--- src/bcr_pkg.sv ---
/*
  package for the regulator configuration register bank: offsets, fields, reset values, codes.
  assumes a byte-wide register access port driven by the serial interface front end.
*/
`default_nettype none
package bcr_pkg;
  // register addresses in the 9-bit mapped space
  localparam logic [8:0] BCR_OFS_PAGE = 9'h080;
  localparam logic [8:0] BCR_OFS_ILIM = 9'h0d0;
  localparam logic [8:0] BCR_OFS_CONF1 = 9'h0d1;
  localparam logic [8:0] BCR_OFS_CONF2 = 9'h0d2;
  localparam logic [8:0] BCR_OFS_AUTO = 9'h0d4;
  localparam logic [8:0] BCR_OFS_BASE = 9'h0d5;
  // field positions
  localparam int BCR_PAGE_REVERT_BIT = 7;
  localparam int BCR_PAGE_WMODE_BIT = 6;
  localparam int BCR_ALARM_BIT = 4;
  localparam int BCR_SHED_BIT = 3;
  // writable masks, reserved bits zero
  localparam logic [7:0] BCR_MASK_PAGE = 8'hc7;
  localparam logic [7:0] BCR_MASK_ILIM = 8'h1f;
  localparam logic [7:0] BCR_MASK_CONF1 = 8'hff;
  localparam logic [7:0] BCR_MASK_CONF2 = 8'h0f;
  localparam logic [7:0] BCR_MASK_VOLT = 8'h7f;
  // reset values
  localparam logic [7:0] BCR_RST_PAGE = 8'h00;
  localparam logic [7:0] BCR_RST_ILIM = 8'h00;
  localparam logic [7:0] BCR_RST_CONF1 = 8'h00;
  localparam logic [7:0] BCR_RST_CONF2 = 8'h03;
  localparam logic [7:0] BCR_RST_VOLT = 8'h00;
  // physical scales
  localparam int BCR_ILIM_BASE_MA = 1600;
  localparam int BCR_ILIM_STEP_MA = 200;
  localparam int BCR_ALARM_SMALL_MA = 300;
  localparam int BCR_ALARM_LARGE_MA = 600;
  localparam int BCR_VOLT_BASE_MV = 300;
  localparam int BCR_VOLT_STEP_MV = 10;
  // page-select and ramp codes
  localparam logic [2:0] BCR_PAGE_ZERO = 3'h0;
  localparam logic [2:0] BCR_RAMP_NONE = 3'h7;
  // operating mode field
  typedef enum logic [1:0] {
    BCR_MODE_REG = 2'b00,
    BCR_MODE_LP = 2'b01,
    BCR_MODE_NORM = 2'b10,
    BCR_MODE_AUTO = 2'b11
  } bcr_mode_type;
endpackage : bcr_pkg
`default_nettype wire

--- src/bcr_page_map.sv ---
/*
  page mapper: turns page select plus 8-bit access address into a 9-bit register address.
  assumes the caller says whether the access comes over the two-wire or four-wire link.
*/
`timescale 1ns/10ps
`default_nettype none
module bcr_page_map (
  // access request
  input wire logic [2:0] page_sel,
  input wire logic [7:0] addr,
  input wire logic is_spi,
  // mapped result
  output logic [8:0] reg_addr,
  output logic valid
);
  import bcr_pkg::*;
  // two-wire: 8-bit addresses span a 256 register page; bit 1 picks the upper bank
  // two-wire mapping
  wire logic [8:0] i2c_addr = page_sel[1] ? {1'b1, 1'b0, addr[6:0]} : {1'b0, addr};
  // two-wire upper bank only holds 0x100..0x17f
  wire logic i2c_ok = ~page_sel[2] & (~page_sel[1] | ~addr[7]);
  // four-wire: 7-bit addresses, 128 register pages
  // four-wire mapping
  wire logic [8:0] spi_addr = {page_sel[1:0], addr[6:0]};
  // codes above 010 are test pages; treated as unmapped
  wire logic spi_ok = (page_sel <= 3'h2);
  assign reg_addr = is_spi ? spi_addr : i2c_addr;
  assign valid = is_spi ? spi_ok : i2c_ok;
endmodule : bcr_page_map
`default_nettype wire

--- src/bcr_regs.sv ---
/*
  configuration register bank for a multi-phase step-down regulator: page control,
  current limit, ramps, mode, phases, automatic threshold and voltage port base.
  assumes a serial front end giving one-cycle read and write strobes, an end-of-access
  pulse, and the voltage-set low-power bits from the voltage registers outside.
*/
`timescale 1ns/10ps
`default_nettype none
// What this block does
// - revert clears page after access ends
// - bit 6 picks page or repeated write
// - write mode ignored on four-wire link
// - two-wire page map 00x and 01x
// - four-wire page map 000 001 010
// - current limit 1600 mA plus 200 steps
// - alarm offset 300 or 600 mA
// - power-down slew code, 111 reserved
// - start-up slew, 111 means no ramp
// - mode field selects regulator mode
// - shedding only in normal mode
// - phase count select, 1xx dual eight
// - auto threshold 0.30 V 10 mV steps
// - voltage port base same encoding
// - set top bit picks low power
module bcr_regs #(
  parameter int ADDR_W = 8
) (
  // clock and reset
  input wire logic CLK,
  input wire logic RST,
  // register access from the serial front end
  input wire logic ACC_SPI,
  input wire logic [7:0] ACC_ADDR,
  input wire logic ACC_WR,
  input wire logic ACC_RD,
  input wire logic [7:0] ACC_WDATA,
  input wire logic ACC_DONE,
  output logic [7:0] ACC_RDATA,
  output logic ACC_HIT,
  // page state to the front end
  output logic [2:0] PAGE_SELECT,
  output logic REPEATED_WRITE,
  // voltage-set, auto threshold and dual-device inputs
  input wire logic SET_B_ACTIVE,
  input wire logic SET_A_LOW_POWER_SELECT,
  input wire logic SET_B_LOW_POWER_SELECT,
  input wire logic AUTO_ABOVE_THRESHOLD,
  input wire logic DUAL_DEVICE,
  // regulator controls
  output logic [3:0] PHASE_CURRENT_LIMIT,
  output logic ALARM_OFFSET_SELECT,
  output logic [12:0] CURRENT_LIMIT_MA,
  output logic [12:0] ALARM_LEVEL_MA,
  output logic [2:0] SHUTDOWN_SLEW,
  output logic SHUTDOWN_SLEW_VALID,
  output logic [2:0] STARTUP_SLEW,
  output logic STARTUP_IMMEDIATE,
  output logic LOW_POWER_MODE,
  output logic [3:0] ACTIVE_PHASES,
  output logic UNEVEN_SHIFT,
  output logic PHASE_SHEDDING_ENABLE,
  output logic SHEDDING_ACTIVE,
  output logic [6:0] AUTO_MODE_THRESHOLD,
  output logic [10:0] AUTO_THRESHOLD_MV,
  output logic [6:0] VOLTAGE_PORT_BASE,
  output logic [10:0] VOLTAGE_PORT_BASE_MV
);
  import bcr_pkg::*;

  // the address decoder below only serves byte-wide access addresses;
  // a wider address would need a different page split in the mapper
  if (ADDR_W != 8) begin : g_addr_w_check
    $error("bcr_regs serves only 8-bit access addresses");
  end

  // register state
  logic [7:0] page_q, page_d; // page control
  logic [7:0] ilim_q; // current limit and alarm
  logic [7:0] conf1_q; // ramps and mode
  logic [7:0] conf2_q; // phases and shedding
  logic [7:0] auto_q; // automatic threshold
  logic [7:0] base_q; // voltage port base
  logic pend_revert_q; // an access has touched the bank since done
  // page_d and pend_d are the next-value signals; the others load straight from the bus

  // mapped address from the page mapper
  logic [8:0] map_addr;
  logic map_ok;

  // the mapper is pure logic, kept apart so the link front end can share it
  bcr_page_map u_map (
    .page_sel(page_q[2:0]),
    .addr(ACC_ADDR),
    .is_spi(ACC_SPI),
    .reg_addr(map_addr),
    .valid(map_ok)
  );

  // address decode
  // the full 9-bit mapped address is compared, so no page aliases a register
  wire logic sel_page = map_ok && (map_addr == BCR_OFS_PAGE);
  wire logic sel_ilim = map_ok && (map_addr == BCR_OFS_ILIM);
  wire logic sel_conf1 = map_ok && (map_addr == BCR_OFS_CONF1);
  wire logic sel_conf2 = map_ok && (map_addr == BCR_OFS_CONF2);
  wire logic sel_auto = map_ok && (map_addr == BCR_OFS_AUTO);
  wire logic sel_base = map_ok && (map_addr == BCR_OFS_BASE);
  wire logic any_sel = sel_page | sel_ilim | sel_conf1 | sel_conf2 | sel_auto | sel_base;

  // write enables, one per register; a strobe to an unmapped address lands nowhere
  wire logic wr_page = ACC_WR && sel_page;
  wire logic wr_ilim = ACC_WR && sel_ilim;
  wire logic wr_conf1 = ACC_WR && sel_conf1;
  wire logic wr_conf2 = ACC_WR && sel_conf2;
  wire logic wr_auto = ACC_WR && sel_auto;
  wire logic wr_base = ACC_WR && sel_base;

  // read mux; unmapped reads return zero
  // a priority chain is safe here: the selects are one-hot by construction
  wire logic [7:0] rd_mux =
    sel_page ? page_q :
    sel_ilim ? ilim_q :
    sel_conf1 ? conf1_q :
    sel_conf2 ? conf2_q :
    sel_auto ? auto_q :
    sel_base ? base_q : 8'h00;

  // revert waits for a finished access
  // a bare end of transfer with no register access leaves the page alone,
  // so a host that only probes the device address keeps its page
  wire logic access_seen = pend_revert_q | ACC_RD | ACC_WR;
  wire logic revert_now = ACC_DONE & access_seen;
  // an end clears the flag even when a strobe shares its cycle
  wire logic pend_d = ~ACC_DONE & access_seen;

  // page register next value: write first, then the revert on access end
  // revert acts on the value just written, so one transfer can set it and fall back
  always_comb begin
    page_d = page_q;
    if (wr_page) begin
      page_d = ACC_WDATA & BCR_MASK_PAGE;
    end
    if (revert_now && page_d[BCR_PAGE_REVERT_BIT]) begin
      page_d[2:0] = BCR_PAGE_ZERO;
    end
  end

  // page register and revert tracking
  always_ff @(posedge CLK) begin
    if (RST) begin
      page_q <= BCR_RST_PAGE;
      pend_revert_q <= 1'b0;
    end else begin
      page_q <= page_d;
      pend_revert_q <= pend_d;
    end
  end

  // regulator setting registers; write data masked so reserved bits stay zero
  // storing only writable bits means reads need no separate mask, and a
  // reserved bit can never leak into a decoded control
  always_ff @(posedge CLK) begin
    if (RST) begin
      ilim_q <= BCR_RST_ILIM;
      conf1_q <= BCR_RST_CONF1;
      conf2_q <= BCR_RST_CONF2;
      auto_q <= BCR_RST_VOLT;
      base_q <= BCR_RST_VOLT;
    end else begin
      if (wr_ilim) begin
        ilim_q <= ACC_WDATA & BCR_MASK_ILIM;
      end
      if (wr_conf1) begin
        conf1_q <= ACC_WDATA & BCR_MASK_CONF1;
      end
      if (wr_conf2) begin
        conf2_q <= ACC_WDATA & BCR_MASK_CONF2;
      end
      if (wr_auto) begin
        auto_q <= ACC_WDATA & BCR_MASK_VOLT;
      end
      if (wr_base) begin
        base_q <= ACC_WDATA & BCR_MASK_VOLT;
      end
    end
  end

  // read data is registered on the read strobe
  // holding it between reads lets a slow front end shift it out at leisure
  always_ff @(posedge CLK) begin
    if (RST) begin
      ACC_RDATA <= 8'h00;
    end else if (ACC_RD) begin
      ACC_RDATA <= rd_mux;
    end
  end

  // hit flag is combinational handshake
  // the front end uses it to decide whether to answer the transfer at all
  assign ACC_HIT = any_sel;

  // page state to front end
  assign PAGE_SELECT = page_q[2:0];
  // combinational, so it follows the link of the transfer in flight
  // multiple write mode
  assign REPEATED_WRITE = page_q[BCR_PAGE_WMODE_BIT] & ~ACC_SPI;

  // current limit decode; wide enough for 4600 mA
  // the smallest alarm level is 1000 mA, so the subtraction never wraps
  localparam logic [12:0] ILIM_BASE = 13'(BCR_ILIM_BASE_MA);
  localparam logic [12:0] ILIM_STEP = 13'(BCR_ILIM_STEP_MA);
  localparam logic [12:0] ALARM_SMALL = 13'(BCR_ALARM_SMALL_MA);
  localparam logic [12:0] ALARM_LARGE = 13'(BCR_ALARM_LARGE_MA);
  wire logic [12:0] ilim_ma = 13'(ILIM_BASE + ILIM_STEP * {9'h000, ilim_q[3:0]});
  wire logic [12:0] alarm_ma = 13'(ilim_ma - (ilim_q[BCR_ALARM_BIT] ? ALARM_LARGE : ALARM_SMALL));

  // ramp decode
  // the reserved shutdown code is only flagged; the analogue side picks a fallback
  // shutdown slew, 111 reserved
  wire logic sd_valid = (conf1_q[7:5] != BCR_RAMP_NONE);
  wire logic su_now = (conf1_q[4:2] == BCR_RAMP_NONE);

  // mode decode
  // auto mode trusts the comparator outside; this bank measures nothing
  // the voltage-set bit is taken live, so a set switch changes the mode at once
  bcr_mode_type mode;
  assign mode = bcr_mode_type'(conf1_q[1:0]);
  wire logic set_lp = SET_B_ACTIVE ? SET_B_LOW_POWER_SELECT : SET_A_LOW_POWER_SELECT;
  logic lp_mode;
  always_comb begin
    case (mode)
      BCR_MODE_REG: lp_mode = set_lp;
      BCR_MODE_LP: lp_mode = 1'b1;
      BCR_MODE_NORM: lp_mode = 1'b0;
      BCR_MODE_AUTO: lp_mode = ~AUTO_ABOVE_THRESHOLD;
      default: lp_mode = 1'b0;
    endcase
  end

  // phase count decode
  // without a partner device a 1xx code runs the four local phases, so a
  // lone device never reports phases it cannot switch
  logic [3:0] phases;
  always_comb begin
    if (conf2_q[2]) begin
      // eight phases only make sense with a partner device
      phases = DUAL_DEVICE ? 4'h8 : 4'h4;
    end else begin
      phases = 4'({2'b00, conf2_q[1:0]} + 4'h1);
    end
  end

  wire logic uneven = (conf2_q[2:0] == 3'h2);

  // voltage decodes in millivolts
  // 11 bits reach 1570 mV, the top code
  localparam logic [10:0] VOLT_BASE = 11'(BCR_VOLT_BASE_MV);
  localparam logic [10:0] VOLT_STEP = 11'(BCR_VOLT_STEP_MV);
  wire logic [10:0] auto_mv = 11'(VOLT_BASE + VOLT_STEP * {4'h0, auto_q[6:0]});
  wire logic [10:0] base_mv = 11'(VOLT_BASE + VOLT_STEP * {4'h0, base_q[6:0]});

  // control outputs straight from register state, except low power, shedding and phase count, which also use the set, threshold and dual-device inputs
  // current limit field
  assign PHASE_CURRENT_LIMIT = ilim_q[3:0];
  assign ALARM_OFFSET_SELECT = ilim_q[BCR_ALARM_BIT];
  assign CURRENT_LIMIT_MA = ilim_ma;
  assign ALARM_LEVEL_MA = alarm_ma;
  assign SHUTDOWN_SLEW = conf1_q[7:5];
  assign SHUTDOWN_SLEW_VALID = sd_valid;
  assign STARTUP_SLEW = conf1_q[4:2];
  assign STARTUP_IMMEDIATE = su_now;
  assign LOW_POWER_MODE = lp_mode;
  assign ACTIVE_PHASES = phases;
  assign UNEVEN_SHIFT = uneven;
  assign PHASE_SHEDDING_ENABLE = conf2_q[BCR_SHED_BIT];
  assign SHEDDING_ACTIVE = conf2_q[BCR_SHED_BIT] & ~lp_mode;
  assign AUTO_MODE_THRESHOLD = auto_q[6:0];
  assign AUTO_THRESHOLD_MV = auto_mv;
  assign VOLTAGE_PORT_BASE = base_q[6:0];
  assign VOLTAGE_PORT_BASE_MV = base_mv;
endmodule : bcr_regs
`default_nettype wire

--- config.mk ---
export PLATFORM = sky130hd
export DESIGN_NAME = bcr_regs
export DESIGN_NICKNAME = d
export VERILOG_FILES = /design/src/bcr_pkg.sv /design/src/bcr_page_map.sv /design/src/bcr_regs.sv
export SDC_FILE = /design/constraint.sdc
export NUM_CORES = 1
export LEC_CHECK = 0
export ABC_AREA = 1
export ABC_CLOCK_PERIOD_IN_PS = 5750
export CAP_MARGIN = 20
export CELL_PAD_IN_SITES_DETAIL_PLACEMENT = 2
export CELL_PAD_IN_SITES_GLOBAL_PLACEMENT = 2
export CORE_UTILIZATION = 37
export CTS_CLUSTER_DIAMETER = 30
export DETAILED_ROUTE_END_ITERATION = 12
export DONT_BUFFER_PORTS = 1
export PLACE_DENSITY_LB_ADDON = 0.1
export SYNTH_ARGS = -nofsm -noshare
export SYNTH_HDL_FRONTEND = slang
export SYNTH_HIERARCHICAL = 1
export SYNTH_SLANG_ARGS = --single-unit
--- constraint.sdc ---
create_clock -name CLK -period 5.75 [get_ports CLK]
set_input_delay 0.8625 -clock CLK [delete_from_list [all_inputs] [get_ports CLK]]
set_output_delay 0.8625 -clock CLK [all_outputs]
set_load 0.1 [all_outputs]
==> impl_metrics.env <==
export IMPL_setup_slack_ps=1070
export IMPL_p_clk_share_pct=38.5
export IMPL_crit_arrival_ps=3820
export IMPL_endpoint_kind="primary output"
export IMPL_clk_pin_slew_ps=90
export IMPL_hold_violations=0
export IMPL_critPathMaxFanout=6
export IMPL_grt_pass1_wl_mm=21.3
export IMPL_hold_slack_ps=485
export IMPL_cts_resized=0
export IMPL_setup_violations=0
export IMPL_diodes=0
export IMPL_postCtsSetupBuffers=0
export IMPL_fp_dieArea_um2=11200
export IMPL_grt_max_degree=32
export IMPL_synth_seq_cells=45
export IMPL_reg2reg_slack_ps=2860
export IMPL_ir_worst_vdd_mv=0.0869
export IMPL_max_stage_delay_ps=600
export IMPL_yosys_area_top_type="dfxtp_1"
export IMPL_drv_slew=0
export IMPL_cts_tree="done"
export IMPL_fin_tns_setup_ps=0
export IMPL_core_area_um2=10400
export IMPL_hpwl_mm=10.8
export IMPL_nFillCells=1288
export IMPL_io_pins=123
export IMPL_worst_pin_slew_ps=1160
export IMPL_synthArstFlopShare_pct=0
export IMPL_finalCriticalPeriod_ps=4680
export IMPL_powerDensity_nw_per_um2=141
export IMPL_synth_edf_count=0
export IMPL_cts_max_level=2
export IMPL_timing_rr_end="conf1_q[1]"
export IMPL_met2WireLength_mm=6.61
export IMPL_ctsLongestPathBuffers=2
export IMPL_die_x_um=106
export IMPL_final_nets=662
export IMPL_drt_met1_wl_mm=5.45
export IMPL_yosys_top_cells_area="dfxtp_1 (22%), ha_1 (13%), nand2_1 (11%)"
export IMPL_multi_input_area_um2=2690
export IMPL_antenna_found_initial=0
export IMPL_cap_violations=0
export IMPL_rsz0062_at_grt="false"
export IMPL_slowest_stage="fa_1"
export IMPL_drive_gt1_share_pct=21.3
export IMPL_crit_type="reg -> out"
export IMPL_seq_area_um2=907
export IMPL_first_iter_violations=104
export IMPL_synthCells=570
export IMPL_p_total_uw=646
export IMPL_min_to="conf1_q[1]"
export IMPL_drc=0
export IMPL_cellInternalPower_uw=456
export IMPL_worstReg2RegStart="page_q[0]"
export IMPL_crit_path_frequent_cell="nand2_1"
export IMPL_fp_row_count=37
export IMPL_syn2layout_area_growth_pct=14.1
export IMPL_syn_area_um2=4010
export IMPL_yosysSeqAreaShare_pct=22.5
export IMPL_finalCritPeriodShare_pct=81.4
export IMPL_final_setup_skew_ps=7.88
export IMPL_insertion_delay_ps=300
export IMPL_p_leak_uw=0.00226
export IMPL_top_layer="met4"
export IMPL_synth_most_common_cell="nand2_1"
export IMPL_ys_types=44
export IMPL_max_freq_mhz=214
export IMPL_startpoint_type="flip-flop"
export IMPL_ys_warnings_count=6
export IMPL_syn_avg_cell_area_um2=7.03
export IMPL_wl_per_cell_um=17.8
export IMPL_viasPerCell=5.24
export IMPL_drtAntennaViolNets=0
export IMPL_yosysTopAreaCellShare_pct=22.5
export IMPL_cts_root_buffer="clkbuf_8"
export IMPL_path_cells="buf_4 -> ha_1 -> ha_1 -> fa_1 -> nand3_1 -> xor2_4 -> ha_1 -> nand2_1 -> inv_1 -> o21ai_0 -> nand3_1 -> nor2_1 -> nand2_1 -> nand2_1 -> nand2_1 -> buf_4"
export IMPL_power_frac_seq_pct=51.2
export IMPL_p_comb_share_pct=10.3
export IMPL_grt_pass1_vias=4183
export IMPL_synth_ff_type="dfxtp_1"
export IMPL_cts_buffers=5
export IMPL_cp_top_family="adder cells"
export IMPL_grt_overflow=0
export IMPL_gp_congestion=0.857
export IMPL_wirelength_mm=13.0
export IMPL_ctsHoldBuffers=0
export IMPL_place_ws_ps=1380
export IMPL_vias=3815
export IMPL_die_height_um=106
export IMPL_maxSlewHeadroom_pct=22.6
export IMPL_wl_met3_um=633
export IMPL_critPathLaunch="ilim_q[3]"
export IMPL_min_from="conf1_q[1]"
export IMPL_power_switching_uw=190
export IMPL_holdPathStages=2
export IMPL_grt_total_usage_pct=23.9
export IMPL_netSwitchingFraction_pct=29.4
export IMPL_initial_core_util_pct=38.5
export IMPL_path_buf_inv=3
export IMPL_clock_sinks=45
export IMPL_synth_top_cells_by_count="nand2_1 (117), inv_1 (80), dfxtp_1 (45), ha_1 (41), a21oi_1 (40)"
export IMPL_firstDrtPassIters=4
export IMPL_hold_path_class="reg -> reg"
export IMPL_reg2reg_depth=9
export IMPL_outcome="finished clean"
export IMPL_numPortBuffers=0
export IMPL_worst_endpoint_required_ps=4890
## layer usage
metal | GRT usage, % | vias up
met5 | 0 | -
met4 | 6.55 | 0
met3 | 3.86 | 16
met2 | 44.8 | 91
met1 | 27.7 | 1860
li1 | - | 1848
## kinds of logic (layout without fill, tap and decap cells)
kind of cell | Yosys count | after routing | share of synthesized area [%]
AND/OR/NAND/NOR | 216 | 216 | 25.7
buffers and inverters | 123 | 139 | 15.0
AO/OA/AOI/OAI | 114 | 114 | 16.5
flip-flops | 45 | 45 | 22.5
adder cells (fa/ha/maj) | 44 | 44 | 14.3
XOR/XNOR | 26 | 26 | 5.68
other | 1 | 7 | 0.0936
multiplexers | 1 | 1 | 0.281
## through the flow
stage / cell area, um^2 / std cells / util, %
global route: 4570 / 728 / 43.9
CTS: 4570 / 728 / 43.9
global placement: 4460 / 720 / 42.8
floorplan: 4080 / 576 / -
finish: 4570 / 728 / 43.9
detailed placement: 4460 / 720 / 42.8
## state kept, by name, indices dropped and copies added (netlist names)
name and count:
page_q 5, conf2_q 4, base_q 7, conf1_q 8
ilim_q 5, ACC_RDATA 8, pend_revert_q 1, auto_q 7
## power by group through the flow
stage          clock network, uW  logic (uW)  registers [uW]
6_report                     248        66.4             331
5_1_grt                      261        70.6             331
4_1_cts                      251        66.7             331
3_5_place_dp                   0        66.4             338
3_3_place_gp                   0        64.8             338
2_1_floorplan                  0        67.5             338
## cell usage in the layout, fill, tap and decap left out, drive strengths merged, types with 7 or more instances in the layout
cell   instances
a21oi         44
buf           47
conb           7
dfxtp         45
ha            41
inv           84
nand2        126
nand3         28
nand4          8
nor2          39
o21ai         53
xor2          22
## worst reg2reg max path, delay by kind of cell, from the launching register on
family	cells	cell delay, ps
AOI/OAI and AO/OA	3	480
buffers and inverters	1	220
DFF	1	1070
and+or+nand+nor	5	1000
## layout make-up
cell class	count	area share (%)
Tap cell	136	3.72
Timing Repair Buffer	47	8.16
Clock buffer	6	1.59
Multi-Input combinational cell	408	58.9
Sequential cell	45	19.9
Inverter	84	6.90
Clock inverter	2	0.849
## worst max path at each step
| stage | endpoint | slack, ps | cells after the start |
|---|---|---|---|
| 2_1_floorplan | ALARM_LEVEL_MA[10] | 10 | 10 |
| 3_3_place_gp | ALARM_LEVEL_MA[12] | 1580 | 15 |
| 3_5_place_dp | ALARM_LEVEL_MA[12] | 1380 | 16 |
| 4_1_cts | ALARM_LEVEL_MA[12] | 1030 | 16 |
| 5_1_grt | ALARM_LEVEL_MA[12] | 850 | 16 |
| 6_report | ALARM_LEVEL_MA[12] | 1070 | 16 |
Note: power is estimated with default switching activity, not from simulation.
